File: src/logic/rcs_defines.svh
// Constants for the reference clock select and switchover block
// Function
// - Pre-divider zero powers down the first, second or third PLL.
// - Second to fourth PLL multiplier equals feedback count, up to 4095.
// - First PLL multiplier is 2N+A+1 when A nonzero, else 2N.
// - Select pin picks crystal or alternate input onto the reference path.
// - Primary source bit: 0 makes crystal input primary, 1 the alternate.
// - Switch mode upper bit zero gives manual mode driven by select pin.
// - Manual source change causes no glitch on the reference output.
// - Automatic mode moves to secondary after two quiet secondary cycles.
// - Automatic mode is revertive and returns to the primary.
// - Switching is asynchronous to the system; short pulses possible. The block swaps only while both inputs are low.
// - Load capacitance is 3.5 pF plus code times 0.125 pF.
`ifndef RCS_DEFINES_SVH
`define RCS_DEFINES_SVH

`define RCS_PREDIV_W 7
`define RCS_FB_W 12
`define RCS_FRAC_W 4
`define RCS_M0_W 14
`define RCS_LOAD_W 5
`define RCS_CAP_W 6
// 3.5 pF base in 0.125 pF steps
`define RCS_CAP_BASE_EIGHTHS 6'h1C
`define RCS_MISS_LIMIT 2'h2
`define RCS_MODE_AUTO_BIT 1

`endif

File: src/logic/rcs_pkg.sv
// Types for the reference clock select and switchover block
package rcs_pkg;
	typedef enum logic [0:0] {
		RCS_ON_PRIMARY = 1'b0,
		RCS_ON_SECONDARY = 1'b1
	} rcs_sel_t;
endpackage

File: src/logic/rcs_ref_select.sv
// Reference clock selection, switchover and PLL divider decoding
`timescale 1ns/1ns
`include "rcs_defines.svh"
module rcs_ref_select #(
	parameter int PREDIV_W = `RCS_PREDIV_W,
	parameter int FB_W = `RCS_FB_W
) (
	// Clock and reset
	input wire logic core_clk,
	input wire logic rst_b,
	// Reference inputs and select pin
	input wire logic crystal_ref_input,
	input wire logic alt_clock_input,
	input wire logic input_select_pin,
	// Configuration bits
	input wire logic primary_source_bit,
	input wire logic [1:0] switch_mode_field,
	input wire logic [`RCS_LOAD_W-1:0] crystal_load_code,
	input wire logic [PREDIV_W-1:0] pre_divider0,
	input wire logic [PREDIV_W-1:0] pre_divider1,
	input wire logic [PREDIV_W-1:0] pre_divider2,
	input wire logic [FB_W-1:0] feedback_count0,
	input wire logic [FB_W-1:0] feedback_count1,
	input wire logic [FB_W-1:0] feedback_count2,
	input wire logic [FB_W-1:0] feedback_count3,
	input wire logic [`RCS_FRAC_W-1:0] fraction_adder,
	// PLL reference path and status
	output logic pll_ref_clk_q,
	output logic ref_on_alt_q,
	output logic on_secondary_q,
	output logic primary_lost_q,
	output logic [2:0] pll_power_down_q,
	output logic [`RCS_M0_W-1:0] multiplier0_q,
	output logic [FB_W-1:0] multiplier1_q,
	output logic [FB_W-1:0] multiplier2_q,
	output logic [FB_W-1:0] multiplier3_q,
	output logic [`RCS_CAP_W-1:0] load_cap_eighths_q
);
	// All block state except the two reset synchronizer flops in one word, cleared together
	typedef struct packed {
		logic prim_prev;
		logic sec_prev;
		logic [1:0] miss_cnt;
		logic lost;
		rcs_pkg::rcs_sel_t sel;
		logic on_alt;
		logic ref_out;
		logic [2:0] pd;
		logic [`RCS_M0_W-1:0] m0;
		logic [FB_W-1:0] m1;
		logic [FB_W-1:0] m2;
		logic [FB_W-1:0] m3;
		logic [`RCS_CAP_W-1:0] cap;
	} rcs_state_t;

	rcs_state_t st_q;
	rcs_state_t st_d;
	logic rst_meta_q;
	logic rst_sync_q;
	logic prim_now;
	logic sec_now;
	logic prim_edge;
	logic sec_rise;
	logic auto_mode;
	logic want_sec;
	logic want_alt;

	function automatic logic [`RCS_M0_W-1:0] pll0_mult(input logic [FB_W-1:0] n,
			input logic [`RCS_FRAC_W-1:0] a);
		logic [`RCS_M0_W-1:0] two_n;
		// Doubled feedback count, plus fraction and one only when a fraction is set
		two_n = {1'b0, n, 1'b0};
		if (a != '0) begin
			pll0_mult = two_n + {{(`RCS_M0_W-`RCS_FRAC_W){1'b0}}, a} + `RCS_M0_W'(1);
		end else begin
			pll0_mult = two_n;
		end
	endfunction

	// Reset release through two flip-flops
	always_ff @(posedge core_clk or negedge rst_b) begin
		if (!rst_b) begin
			rst_meta_q <= 1'b0;
			rst_sync_q <= 1'b0;
		end else begin
			rst_meta_q <= 1'b1;
			rst_sync_q <= rst_meta_q;
		end
	end

	always_comb begin
		st_d = st_q;
		prim_now = primary_source_bit ? alt_clock_input : crystal_ref_input;
		sec_now = primary_source_bit ? crystal_ref_input : alt_clock_input;
		prim_edge = prim_now != st_q.prim_prev;
		sec_rise = sec_now && !st_q.sec_prev;
		auto_mode = switch_mode_field[`RCS_MODE_AUTO_BIT];
		st_d.prim_prev = prim_now;
		st_d.sec_prev = sec_now;
		// Missing-clock count runs on secondary rises; any primary change clears it
		if (!auto_mode || prim_edge) begin
			st_d.miss_cnt = 2'h0;
		end else if (sec_rise && st_q.miss_cnt != `RCS_MISS_LIMIT) begin
			st_d.miss_cnt = st_q.miss_cnt + 2'h1;
		end
		st_d.lost = st_d.miss_cnt == `RCS_MISS_LIMIT;

		if (auto_mode) begin
			want_sec = st_d.miss_cnt == `RCS_MISS_LIMIT;
		end else begin
			want_sec = input_select_pin;
		end
		st_d.sel = want_sec ? rcs_pkg::RCS_ON_SECONDARY : rcs_pkg::RCS_ON_PRIMARY;
		want_alt = primary_source_bit ^ want_sec;

		// Swap only while both inputs are low so the output never shows a runt
		if (!crystal_ref_input && !alt_clock_input) begin
			st_d.on_alt = want_alt;
		end
		st_d.ref_out = st_d.on_alt ? alt_clock_input : crystal_ref_input;

		// Divider decode
		st_d.pd[0] = pre_divider0 == '0;
		st_d.pd[1] = pre_divider1 == '0;
		st_d.pd[2] = pre_divider2 == '0;
		st_d.m0 = pll0_mult(feedback_count0, fraction_adder);
		st_d.m1 = feedback_count1;
		st_d.m2 = feedback_count2;
		st_d.m3 = feedback_count3;
		st_d.cap = `RCS_CAP_BASE_EIGHTHS + {1'b0, crystal_load_code};
	end

	always_ff @(posedge core_clk or negedge rst_sync_q) begin
		if (!rst_sync_q) begin
			st_q <= '0;
		end else begin
			st_q <= st_d;
		end
	end

	// Every output port is a field of the state word
	assign pll_ref_clk_q = st_q.ref_out;
	assign ref_on_alt_q = st_q.on_alt;
	assign on_secondary_q = st_q.sel;
	assign primary_lost_q = st_q.lost;
	assign pll_power_down_q = st_q.pd;
	assign multiplier0_q = st_q.m0;
	assign multiplier1_q = st_q.m1;
	assign multiplier2_q = st_q.m2;
	assign multiplier3_q = st_q.m3;
	assign load_cap_eighths_q = st_q.cap;
endmodule

File: config.mk
export PLATFORM = sky130hd
export DESIGN_NAME = rcs_ref_select
export DESIGN_NICKNAME = d
export VERILOG_FILES = /design/src/logic/rcs_pkg.sv /design/src/logic/rcs_ref_select.sv
export VERILOG_INCLUDE_DIRS = /design/src /design/src/logic
export SDC_FILE = /design/constraint.sdc
export NUM_CORES = 1
export LEC_CHECK = 0
export BUFFER_PORTS_ARGS = -buffer_cell sky130_fd_sc_hd__clkbuf_2
export CAP_MARGIN = 15
export CORE_ASPECT_RATIO = 1.5
export CORE_MARGIN = 1
export CORE_UTILIZATION = 48
export DETAILED_ROUTE_END_ITERATION = 10
export PLACE_DENSITY = 0.81
export REMOVE_ABC_BUFFERS = 1
export SLEW_MARGIN = 10
export SYNTH_ARGS = -nofsm -noshare
export SYNTH_HDL_FRONTEND = slang
export SYNTH_SLANG_ARGS = --single-unit
File: constraint.sdc
create_clock -name core_clk -period 3.2 [get_ports core_clk]
set_input_delay 0.96 -clock core_clk [delete_from_list [all_inputs] [get_ports core_clk]]
set_output_delay 0.96 -clock core_clk [all_outputs]
set_load 0.005 [all_outputs]
# Word level (Yosys, flattened, before mapping)

Cells that the tools add are included.
W data, S select, Z words.

Register bits after elaboration: 69
Bits of input ports: 86
Output and inout bits: 63
Logic and storage cells: 44

Add/sub/neg operators: 4
Equality and inequality tests: 3
Mux-type cells: 9
Bitwise gates (word level): 1
Reductions and logical operators: 12

Operators with widths:

| kind                    | count |
|---|---|
| $logic_not A7 Y1        | 3 |
| $add A13 B4 Y14         | 1 |
| $add A14 B1 Y14 const B | 1 |
| $mux W14                | 1 |
| $add A5 B5 Y6 const A   | 1 |
| $mux W1                 | 6 |
| $logic_not A1 Y1        | 4 |
| $mux W2                 | 2 |
| $reduce_bool A4 Y1      | 1 |
| $logic_and A1 B1 Y1     | 3 |
| $add A2 B1 Y2 const B   | 1 |
| $eq A2 B2 Y1 const B    | 1 |
| $ne A2 B2 Y1 const B    | 1 |
| $logic_or A1 B1 Y1      | 1 |
| $ne A1 B1 Y1            | 1 |
| $xor A1 B1 Y1           | 1 |

# Logic depth before layout (Yosys ltp)

Gate-level depths: netlist (run 1).

Depth after elaboration: 10
Gate-level depth with buffers: 6
Depth with buffers taken out: 6

# Least setup slack after synthesis (run 1)

Ideal clock, no wire load.

Kind: input to register
From: input port feedback_count0[0]
To: register st_q (netlist bit multiplier0_q[7])
Library setup time: 122 ps
Arrival time: 2022 ps
Data required time: 3078 ps
Setup slack: 1056 ps
Stages: 5
Path buffers: 0
Path through: ha_1 -> a211oi_1 -> o21ba_2 -> and3b_1 -> xor2_1

RTL lines:

| what                 | RTL line              | source |
|---|---|---|
| from (decl)          | rcs_ref_select.sv:22  | `input wire logic [FB_W-1:0] feedback_count0,` |
| to (signal assigned) | rcs_ref_select.sv:137 | `st_q <= st_d;` |
| to (decl)            | rcs_ref_select.sv:56  | `rcs_state_t st_q;` |

==> results of run 1 <==
-- per-layer routing --
layer	GRT usage, %	part of all wire, %
met1	18.1	35
met2	32.8	58
met3	5.69	5.9
met4	8.70	1.4
met5	0	0
-- cell type report --
class                      count  area (sq um)
clock buffer                  10           128
clock inverter                 6           111
fill                         468          2090
inverter                       5          18.8
multi-input combinational     86           622
sequential                    69          1730
tap                           70          87.6
timing repair buffer         148           743
-- flip-flops by register name, indices dropped and copies added (netlist names), 3 cells and up, named ones only --
signal              flops
pll_power_down_q        3
multiplier2_q          12
st_q                    4
load_cap_eighths_q      6
multiplier0_q          14
multiplier3_q          12
multiplier1_q          12
-- worst max-delay path by stage --
stage	to	slack, ps	depth (start not counted)
after CTS	multiplier0_q[7]	1160	6
after global routing	multiplier0_q[7]	1040	6
after global placement	multiplier0_q[7]	810	6
after detailed placement	multiplier0_q[7]	810	6
final	multiplier0_q[7]	1140	6
after floorplan	multiplier0_q[7]	1060	5
-- report_power, final --
| part | total, mW | switching [mW] | internal [mW] |
|---|---|---|---|
| logic | 0.205 | 0.0987 | 0.107 |
| registers | 0.946 | 0.0210 | 0.925 |
| clock network | 0.822 | 0.304 | 0.518 |
-- through the flow --
step / utilization [%] / instances / hold WS, ps
6_report: 62.1 / 394 / 190
5_1_grt: 62.1 / 394 / 233
4_1_cts: 62.1 / 394 / 208
3_5_place_dp: 57.8 / 378 / 205
3_3_place_gp: 57.8 / 378 / 190
2_1_floorplan: - / 160 / 331
-- cells in the final DEF, fill, tap and decap left out, types with 2 or more instances in the layout --
master and n:
ha_1 5, clkbuf_8 9, a211oi_1 2, nor4b_1 2, dfrtp_1 68, nand3_1 3
or4_1 3, nor2_1 9, mux2i_1 2, mux2_2 2, o21ai_0 6, nor4_1 4
clkbuf_2 147, inv_1 5, nand4_1 2, bufinv_16 3, xnor2_1 9, xor2_1 3
a21o_1 2, nand2_1 9, o41ai_1 2
-- cell families (layout without fill, tap and decap cells) --
group / after synthesis / after routing
simple gates: 45 / 45
buf+inv: 64 / 169
mux: 4 / 4
xor+xnor: 12 / 12
fa+ha+maj: 6 / 6
other cells: 1 / 1
flops: 69 / 69
compound gates: 18 / 18
==> summary.txt, run 1 <==
Status
  • Outcome: completed

Timing
  • Max Fclk: slightly below 0.5 GHz
  • Setup TNS: 0 ps
  • Setup violations, final: 0
  • Final hold vios: 0
  • Pins Over Slew Limit: 0
  • Rel. slew slack: between 40 and 50%
  • Worst Slack Setup Final: between 1000 and 1500 ps
  • Worst Skew: around 5.1 ps
  • Final Cycle Share: approximately 64%
  • Slew @ Worst Pin: ~800 ps
  • RSZ-0062 raised after global routing: no
  • Tmin final: ~2100 ps

Setup path
  • Slowest-stage cell, CP: ha_1
  • CP Buf/Inv Count: 1
  • Crit path DAT: between 2000 and 2500 ps
  • Cell class contributing the biggest share of worst-path delay: compound AO/OA/AOI/OAI gates
  • Setup crit start kind: primary input
  • Setup CP Type: in2reg
  • CP required: approximately 3400 ps
  • Crit-path max cell delay: 320 ps
  • R2R setup slack: between 1500 and 2000 ps
  • Crit end category: flip-flop
  • Worst reg2reg startpoint: st_q[63]
  • CP Max Fanout: 4
  • Worst-path cell chain: clkbuf_2, ha_1, a211oi_1, o21ba_2, and3b_1, xor2_1
  • Reg2reg path depth: 5
  • Critical Path Start: feedback_count0[0]

CTS
  • Clock transition at the registers of the reported paths: approximately 70 ps
  • TritonCTS clock tree: built
  • Root Driver: clkbuf_8
  • Longest Clk Path Bufs: 2
  • Setup bufs post-CTS: 0
  • CTS Sinks: 69
  • Post-CTS resize count: 0
  • Worst-Skew Late Latency: roughly 320 ps
  • Post-CTS Hold Fix Bufs: 0
  • Htree depth: 3
  • CTS Buf Count: 9

Yosys
  • Mux share of post-synthesis cell area: about 1.5%
  • Adder-Cell Fraction of Synth Area: about 3%
  • XOR/XNOR Fraction of Synth Area: about 3.7%
  • Primary FF master, synth: dfrtp_1
  • Post-Synthesis Cells: 219
  • Flops & latches, synth: just under 70
  • Complex-gate fraction of the synthesized area: between 4 and 5%
  • Synth area leader: dfrtp_1
  • Top-count cell post-synth: dfrtp_1
  • Syn Area/Cell: 12.8 sq um
  • Post-synth top area share: approximately three fifths
  • Top post-synthesis cells by count: 69 x dfrtp_1, 59 x buf_4, 9 x nand2_1, 9 x nor2_1, 9 x xnor2_1
  • Synth top area cells: dfrtp_1 61%, buf_4 16%, xnor2_1 2.8%, ha_1 2.2%, nand2_1 1.2%
  • Synth Area in Simple Gates: under 10%
  • Post-synthesis sequential area ratio: 61.4%
  • Post-synthesis cell type count: 40
  • Yosys warns: 0
  • Post-synth EDFFs: 0
  • Largest family of logic cells by synthesized area: buffers and inverters
  • Area of the mapped netlist: 2810 sq um
  • Ys async rst share: 100%

Pwr
  • Tot Pwr: 1.97 mW
  • Peak supply drop: approximately 430 uV
  • P per Cell Area: between 500 and 600 nW/um^2
  • Leakage: between 1.5 and 2 nW

Floorplan
  • Die area: 6170 sq um
  • Initial cell density of the core: roughly 50%
  • Die X: between 60 and 70 um
  • Core Area: approximately 5500 sq um
  • Cell Rows: 33
  • Die Height: between 90 and 100 um
  • Top Ports: around 150

Global routing
  • Vias in the first global route: ~1900
  • Initial antenna violation count: 0
  • First-pass GRT wire length: slightly above 8000 um
  • GRT Total Usage: between 15 and 20%
  • Pin count of the biggest net entering global routing: 50
  • Gr ovfl total: 0

Drt
  • DRT Pass-1 Iters: 4
  • DR iter-0 viols: 51
  • Vias: 1816
  • Detailed Route WL: approximately 5200 um
  • Antenna viol nets, final: 0
  • DRC viols: 0
  • WL/cell: 13.1 um
  • Vias per cell: roughly 4.6

Placed design
  • Final Wtd Congestion: around 0.77
  • DP HPWL: between 4000 and 5000 um
  • Pre-CTS WS: approximately 810 ps
  • I/O Buffers: 147
  • Area after DPL: 3200 sq um

Finish
  • Fin nets: between 400 and 500
  • Post-Layout Inst Area: around 3400 sq um
  • Area delta synth->final: 22.4%
  • N_diodes: 0
  • Layout cells sized above 1: 52.8%

Worst hold path
  • Min-delay worst type: reg2async

Run
  • Max_cap viols: 0
Note: power is estimated with default switching activity, not from simulation.
==> inputs of run 2 (changes only) <==
--- a/config.mk
+++ b/config.mk
@@ -10,9 +10,9 @@
 export CAP_MARGIN = 15
 export CORE_ASPECT_RATIO = 1.5
 export CORE_MARGIN = 1
-export CORE_UTILIZATION = 48
+export CORE_UTILIZATION = 45
 export DETAILED_ROUTE_END_ITERATION = 10
-export PLACE_DENSITY = 0.81
+export PLACE_DENSITY = 0.76
 export REMOVE_ABC_BUFFERS = 1
 export SLEW_MARGIN = 10
 export SYNTH_ARGS = -nofsm -noshare
==> constraint.sdc (replaced) <==
create_clock -name core_clk -period 2.1 [get_ports core_clk]
set_input_delay 0.63 -clock core_clk [delete_from_list [all_inputs] [get_ports core_clk]]
set_output_delay 0.63 -clock core_clk [all_outputs]
set_load 0.005 [all_outputs]
==> run 2 against run 1 <==
Largest cell class unchanged. Hold slack worse by 120 ps. Critical path depth did not move. Clock power rose by 27%. Clock skew about the same. Global-route usage up 0.33 points. Setup slack lost 790 ps. Sequential share of layout area rose by 0.24 points. Combinational power is 52% higher. Power increased by 42%. Clock-buffer cell count rose by 4.
==> summary.txt, run 2 (synthesized netlist as in run 1, its figures left out) <==
Status
  • Outcome: completed (unchanged)

Setup path
  • Cell class contributing the biggest share of worst-path delay: compound AO/OA/AOI/OAI gates (unchanged)
  • Worst reg2reg startpoint: st_q[63] (unchanged)
  • Crit-path max cell delay: 350 ps (was 320 ps)
  • CP Max Fanout: 4 (unchanged)
  • Worst-path cell chain: clkbuf_2, ha_1, a211oi_1, o21ba_2, and3b_1, xor2_1 (unchanged)
  • Crit end category: flip-flop (unchanged)
  • Critical Path Start: feedback_count0[0] (unchanged)
  • Setup crit start kind: primary input (unchanged)
  • CP Buf/Inv Count: 1 (unchanged)
  • CP required: 2310 ps (was 3410 ps)
  • Crit path DAT: 1960 ps (was 2270 ps)
  • Setup CP Type: in2reg (unchanged)
  • Slowest-stage cell, CP: a211oi_1 (was ha_1)

Global routing
  • Gr ovfl total: 0 (unchanged)
  • First-pass GRT wire length: 8510 um (was 8070 um)
  • GRT Total Usage: 18.2% (was 17.9%)
  • Pin count of the biggest net entering global routing: 39 (was 50)
  • Vias in the first global route: 1847 (was 1865)
  • Initial antenna violation count: 0 (unchanged)

Pwr
  • Seq pwr share: 51.8% (was 48.0%)
  • P per Cell Area: 818 nW/um^2 (was 574 nW/um^2)
  • Int Power: 2.19 mW (was 1.55 mW)
  • Peak supply drop: 492 uV (was 429 uV)
  • Clk network pwr share: 37.1% (was 41.6%)
  • Leakage: 1.80 nW (was 1.81 nW)
  • Combinational share of power: 11.1% (was 10.4%)
  • Sw power: 0.613 mW (was 0.424 mW)
  • Sw Ratio: 21.9% (was 21.5%)
  • Tot Pwr: 2.80 mW (was 1.97 mW)

Floorplan
  • Die area: 6570 sq um (was 6170 sq um)
  • Die Height: 98.8 um (was 95.7 um)
  • Top Ports: 149 (unchanged)
  • Die X: 66.5 um (was 64.5 um)
  • Core Area: 5910 sq um (was 5530 sq um)
  • Cell Rows: 34 (was 33)
  • Initial cell density of the core: 47.5% (was 50.8%)

Timing
  • Final hold vios: 0 (unchanged)
  • RSZ-0062 raised after global routing: no (unchanged)
  • Max Fclk: between 0.5 and 0.6 GHz
  • Worst Skew: 5.51 ps (was 5.12 ps)
  • Setup violations, final: 0 (unchanged)
  • Final Cycle Share: just over 80%
  • Setup TNS: 0 ps (unchanged)
  • Tmin final: between 1500 and 2000 ps
  • Pins Over Slew Limit: 0 (unchanged)
  • Rel. slew slack: 42.6% (was 46.2%)
  • Slew @ Worst Pin: 862 ps (was 800 ps)

Finish
  • Most common cell after layout, fill and taps aside: clkbuf_2 (unchanged)
  • N_diodes: 0 (unchanged)
  • Filler cells: 526 (was 468)
  • Fin nets: 413 (was 411)
  • Area delta synth->final: 21.8% (was 22.4%)
  • Sequential Area: 1730 sq um (unchanged)
  • Commonest cells after routing, fill and taps aside: 147 x clkbuf_2, 68 x dfrtp_1, 11 x clkbuf_8 (was 147 x clkbuf_2, 68 x dfrtp_1)
  • Max reg flops: 14 (unchanged)
  • Layout cells sized above 1: 52.3% (was 52.8%)
  • Area of the multi-input gates: 622 sq um (unchanged)

CTS
  • CTS Buf Count: 9 (unchanged)
  • Htree depth: 3 (unchanged)
  • Post-CTS Hold Fix Bufs: 0 (unchanged)
  • Root Driver: clkbuf_8 (unchanged)
  • Setup bufs post-CTS: 0 (unchanged)
  • TritonCTS clock tree: built (unchanged)
  • Clock transition at the registers of the reported paths: 60 ps (was 70 ps)
  • CTS Sinks: 69 (unchanged)
  • Post-CTS resize count: 0 (unchanged)
  • Longest Clk Path Bufs: 2 (unchanged)
  • Worst-Skew Late Latency: 330 ps (was 320 ps)

Placed design
  • Final Wtd Congestion: 0.748 (was 0.765)
  • DP HPWL: 4190 um (was 4150 um)
  • I/O Buffers: 147 (unchanged)

Drt
  • WL met1: 1850 um (was 1820 um)
  • Met3 WL post-DR: 384 um (was 304 um)
  • DRC viols: 0 (unchanged)
  • DRT Pass-1 Iters: 4 (unchanged)
  • Vias: 1845 (was 1816)
  • Detailed Route WL: 5180 um (was 5170 um)
  • Vias per cell: 4.65 (was 4.61)
  • Antenna viol nets, final: 0 (unchanged)
  • Met2 Wirelength: 2760 um (was 2980 um)
  • Max Used Layer: met4 (unchanged)
  • DR iter-0 viols: 70 (was 51)
  • WL/cell: 13.1 um (about the same)

Worst hold path
  • Min-delay worst type: in2async (was reg2async)

Run
  • Max_cap viols: 0 (unchanged)
## run 2: power groups by stage
stage	Sequential (mW)	Combinational (mW)	Clock (mW)
floorplan	1.49	0.0958	0
global placement	1.47	0.308	0
detailed placement	1.48	0.316	0
CTS	1.45	0.316	1.08
global route	1.46	0.349	1.13
finish	1.45	0.311	1.04
## run 2: metrics by stage
step                      hold WS [ps]  utilization (%)  worst slack, ps  instance area [sq um]  instances
after floorplan                    331                -             36.3                   2370        160
after global placement             336             54.6             22.7                   3230        382
after detailed placement           341             54.6             15.9                   3230        382
after CTS                         48.7             57.9              374                   3420        397
after global routing              48.8             57.9              279                   3420        397
final                             72.5             57.9              356                   3420        397
## run 2: cell type report
cell class	count	area share [%]
clock buffer	14	4.75
clock inverter	1	0.878
inverter	5	0.548
multi-input combinational	86	18.2
sequential	69	50.5
tap	72	2.63
timing repair buffer	150	22.5
## run 2: path summary, 6_finish.rpt
| check | to | slack [ps] | cells past startpoint |
|---|---|---|---|
| max in group asynchronous | load_cap_eighths_q[3] | 1050 | 1 |
| min in group core_clk | rst_sync_q | 350 | 0 |
| worst max-delay path | multiplier0_q[7] | 360 | 6 |
| worst min-delay path | rst_meta_q | 70 | 1 |
| worst max register to register | flip-flop | 440 | 5 |
| worst min register to register | rst_sync_q | 350 | 0 |
## run 2: layer usage
| layer | vias to the layer above | global-route usage (%) |
|---|---|---|
| met3 | 17 | 8.10 |
| met1 | 868 | 19.1 |
| met4 | 0 | 10.6 |
| met5 | - | 0 |
| met2 | 79 | 29.6 |
| li1 | 881 | - |
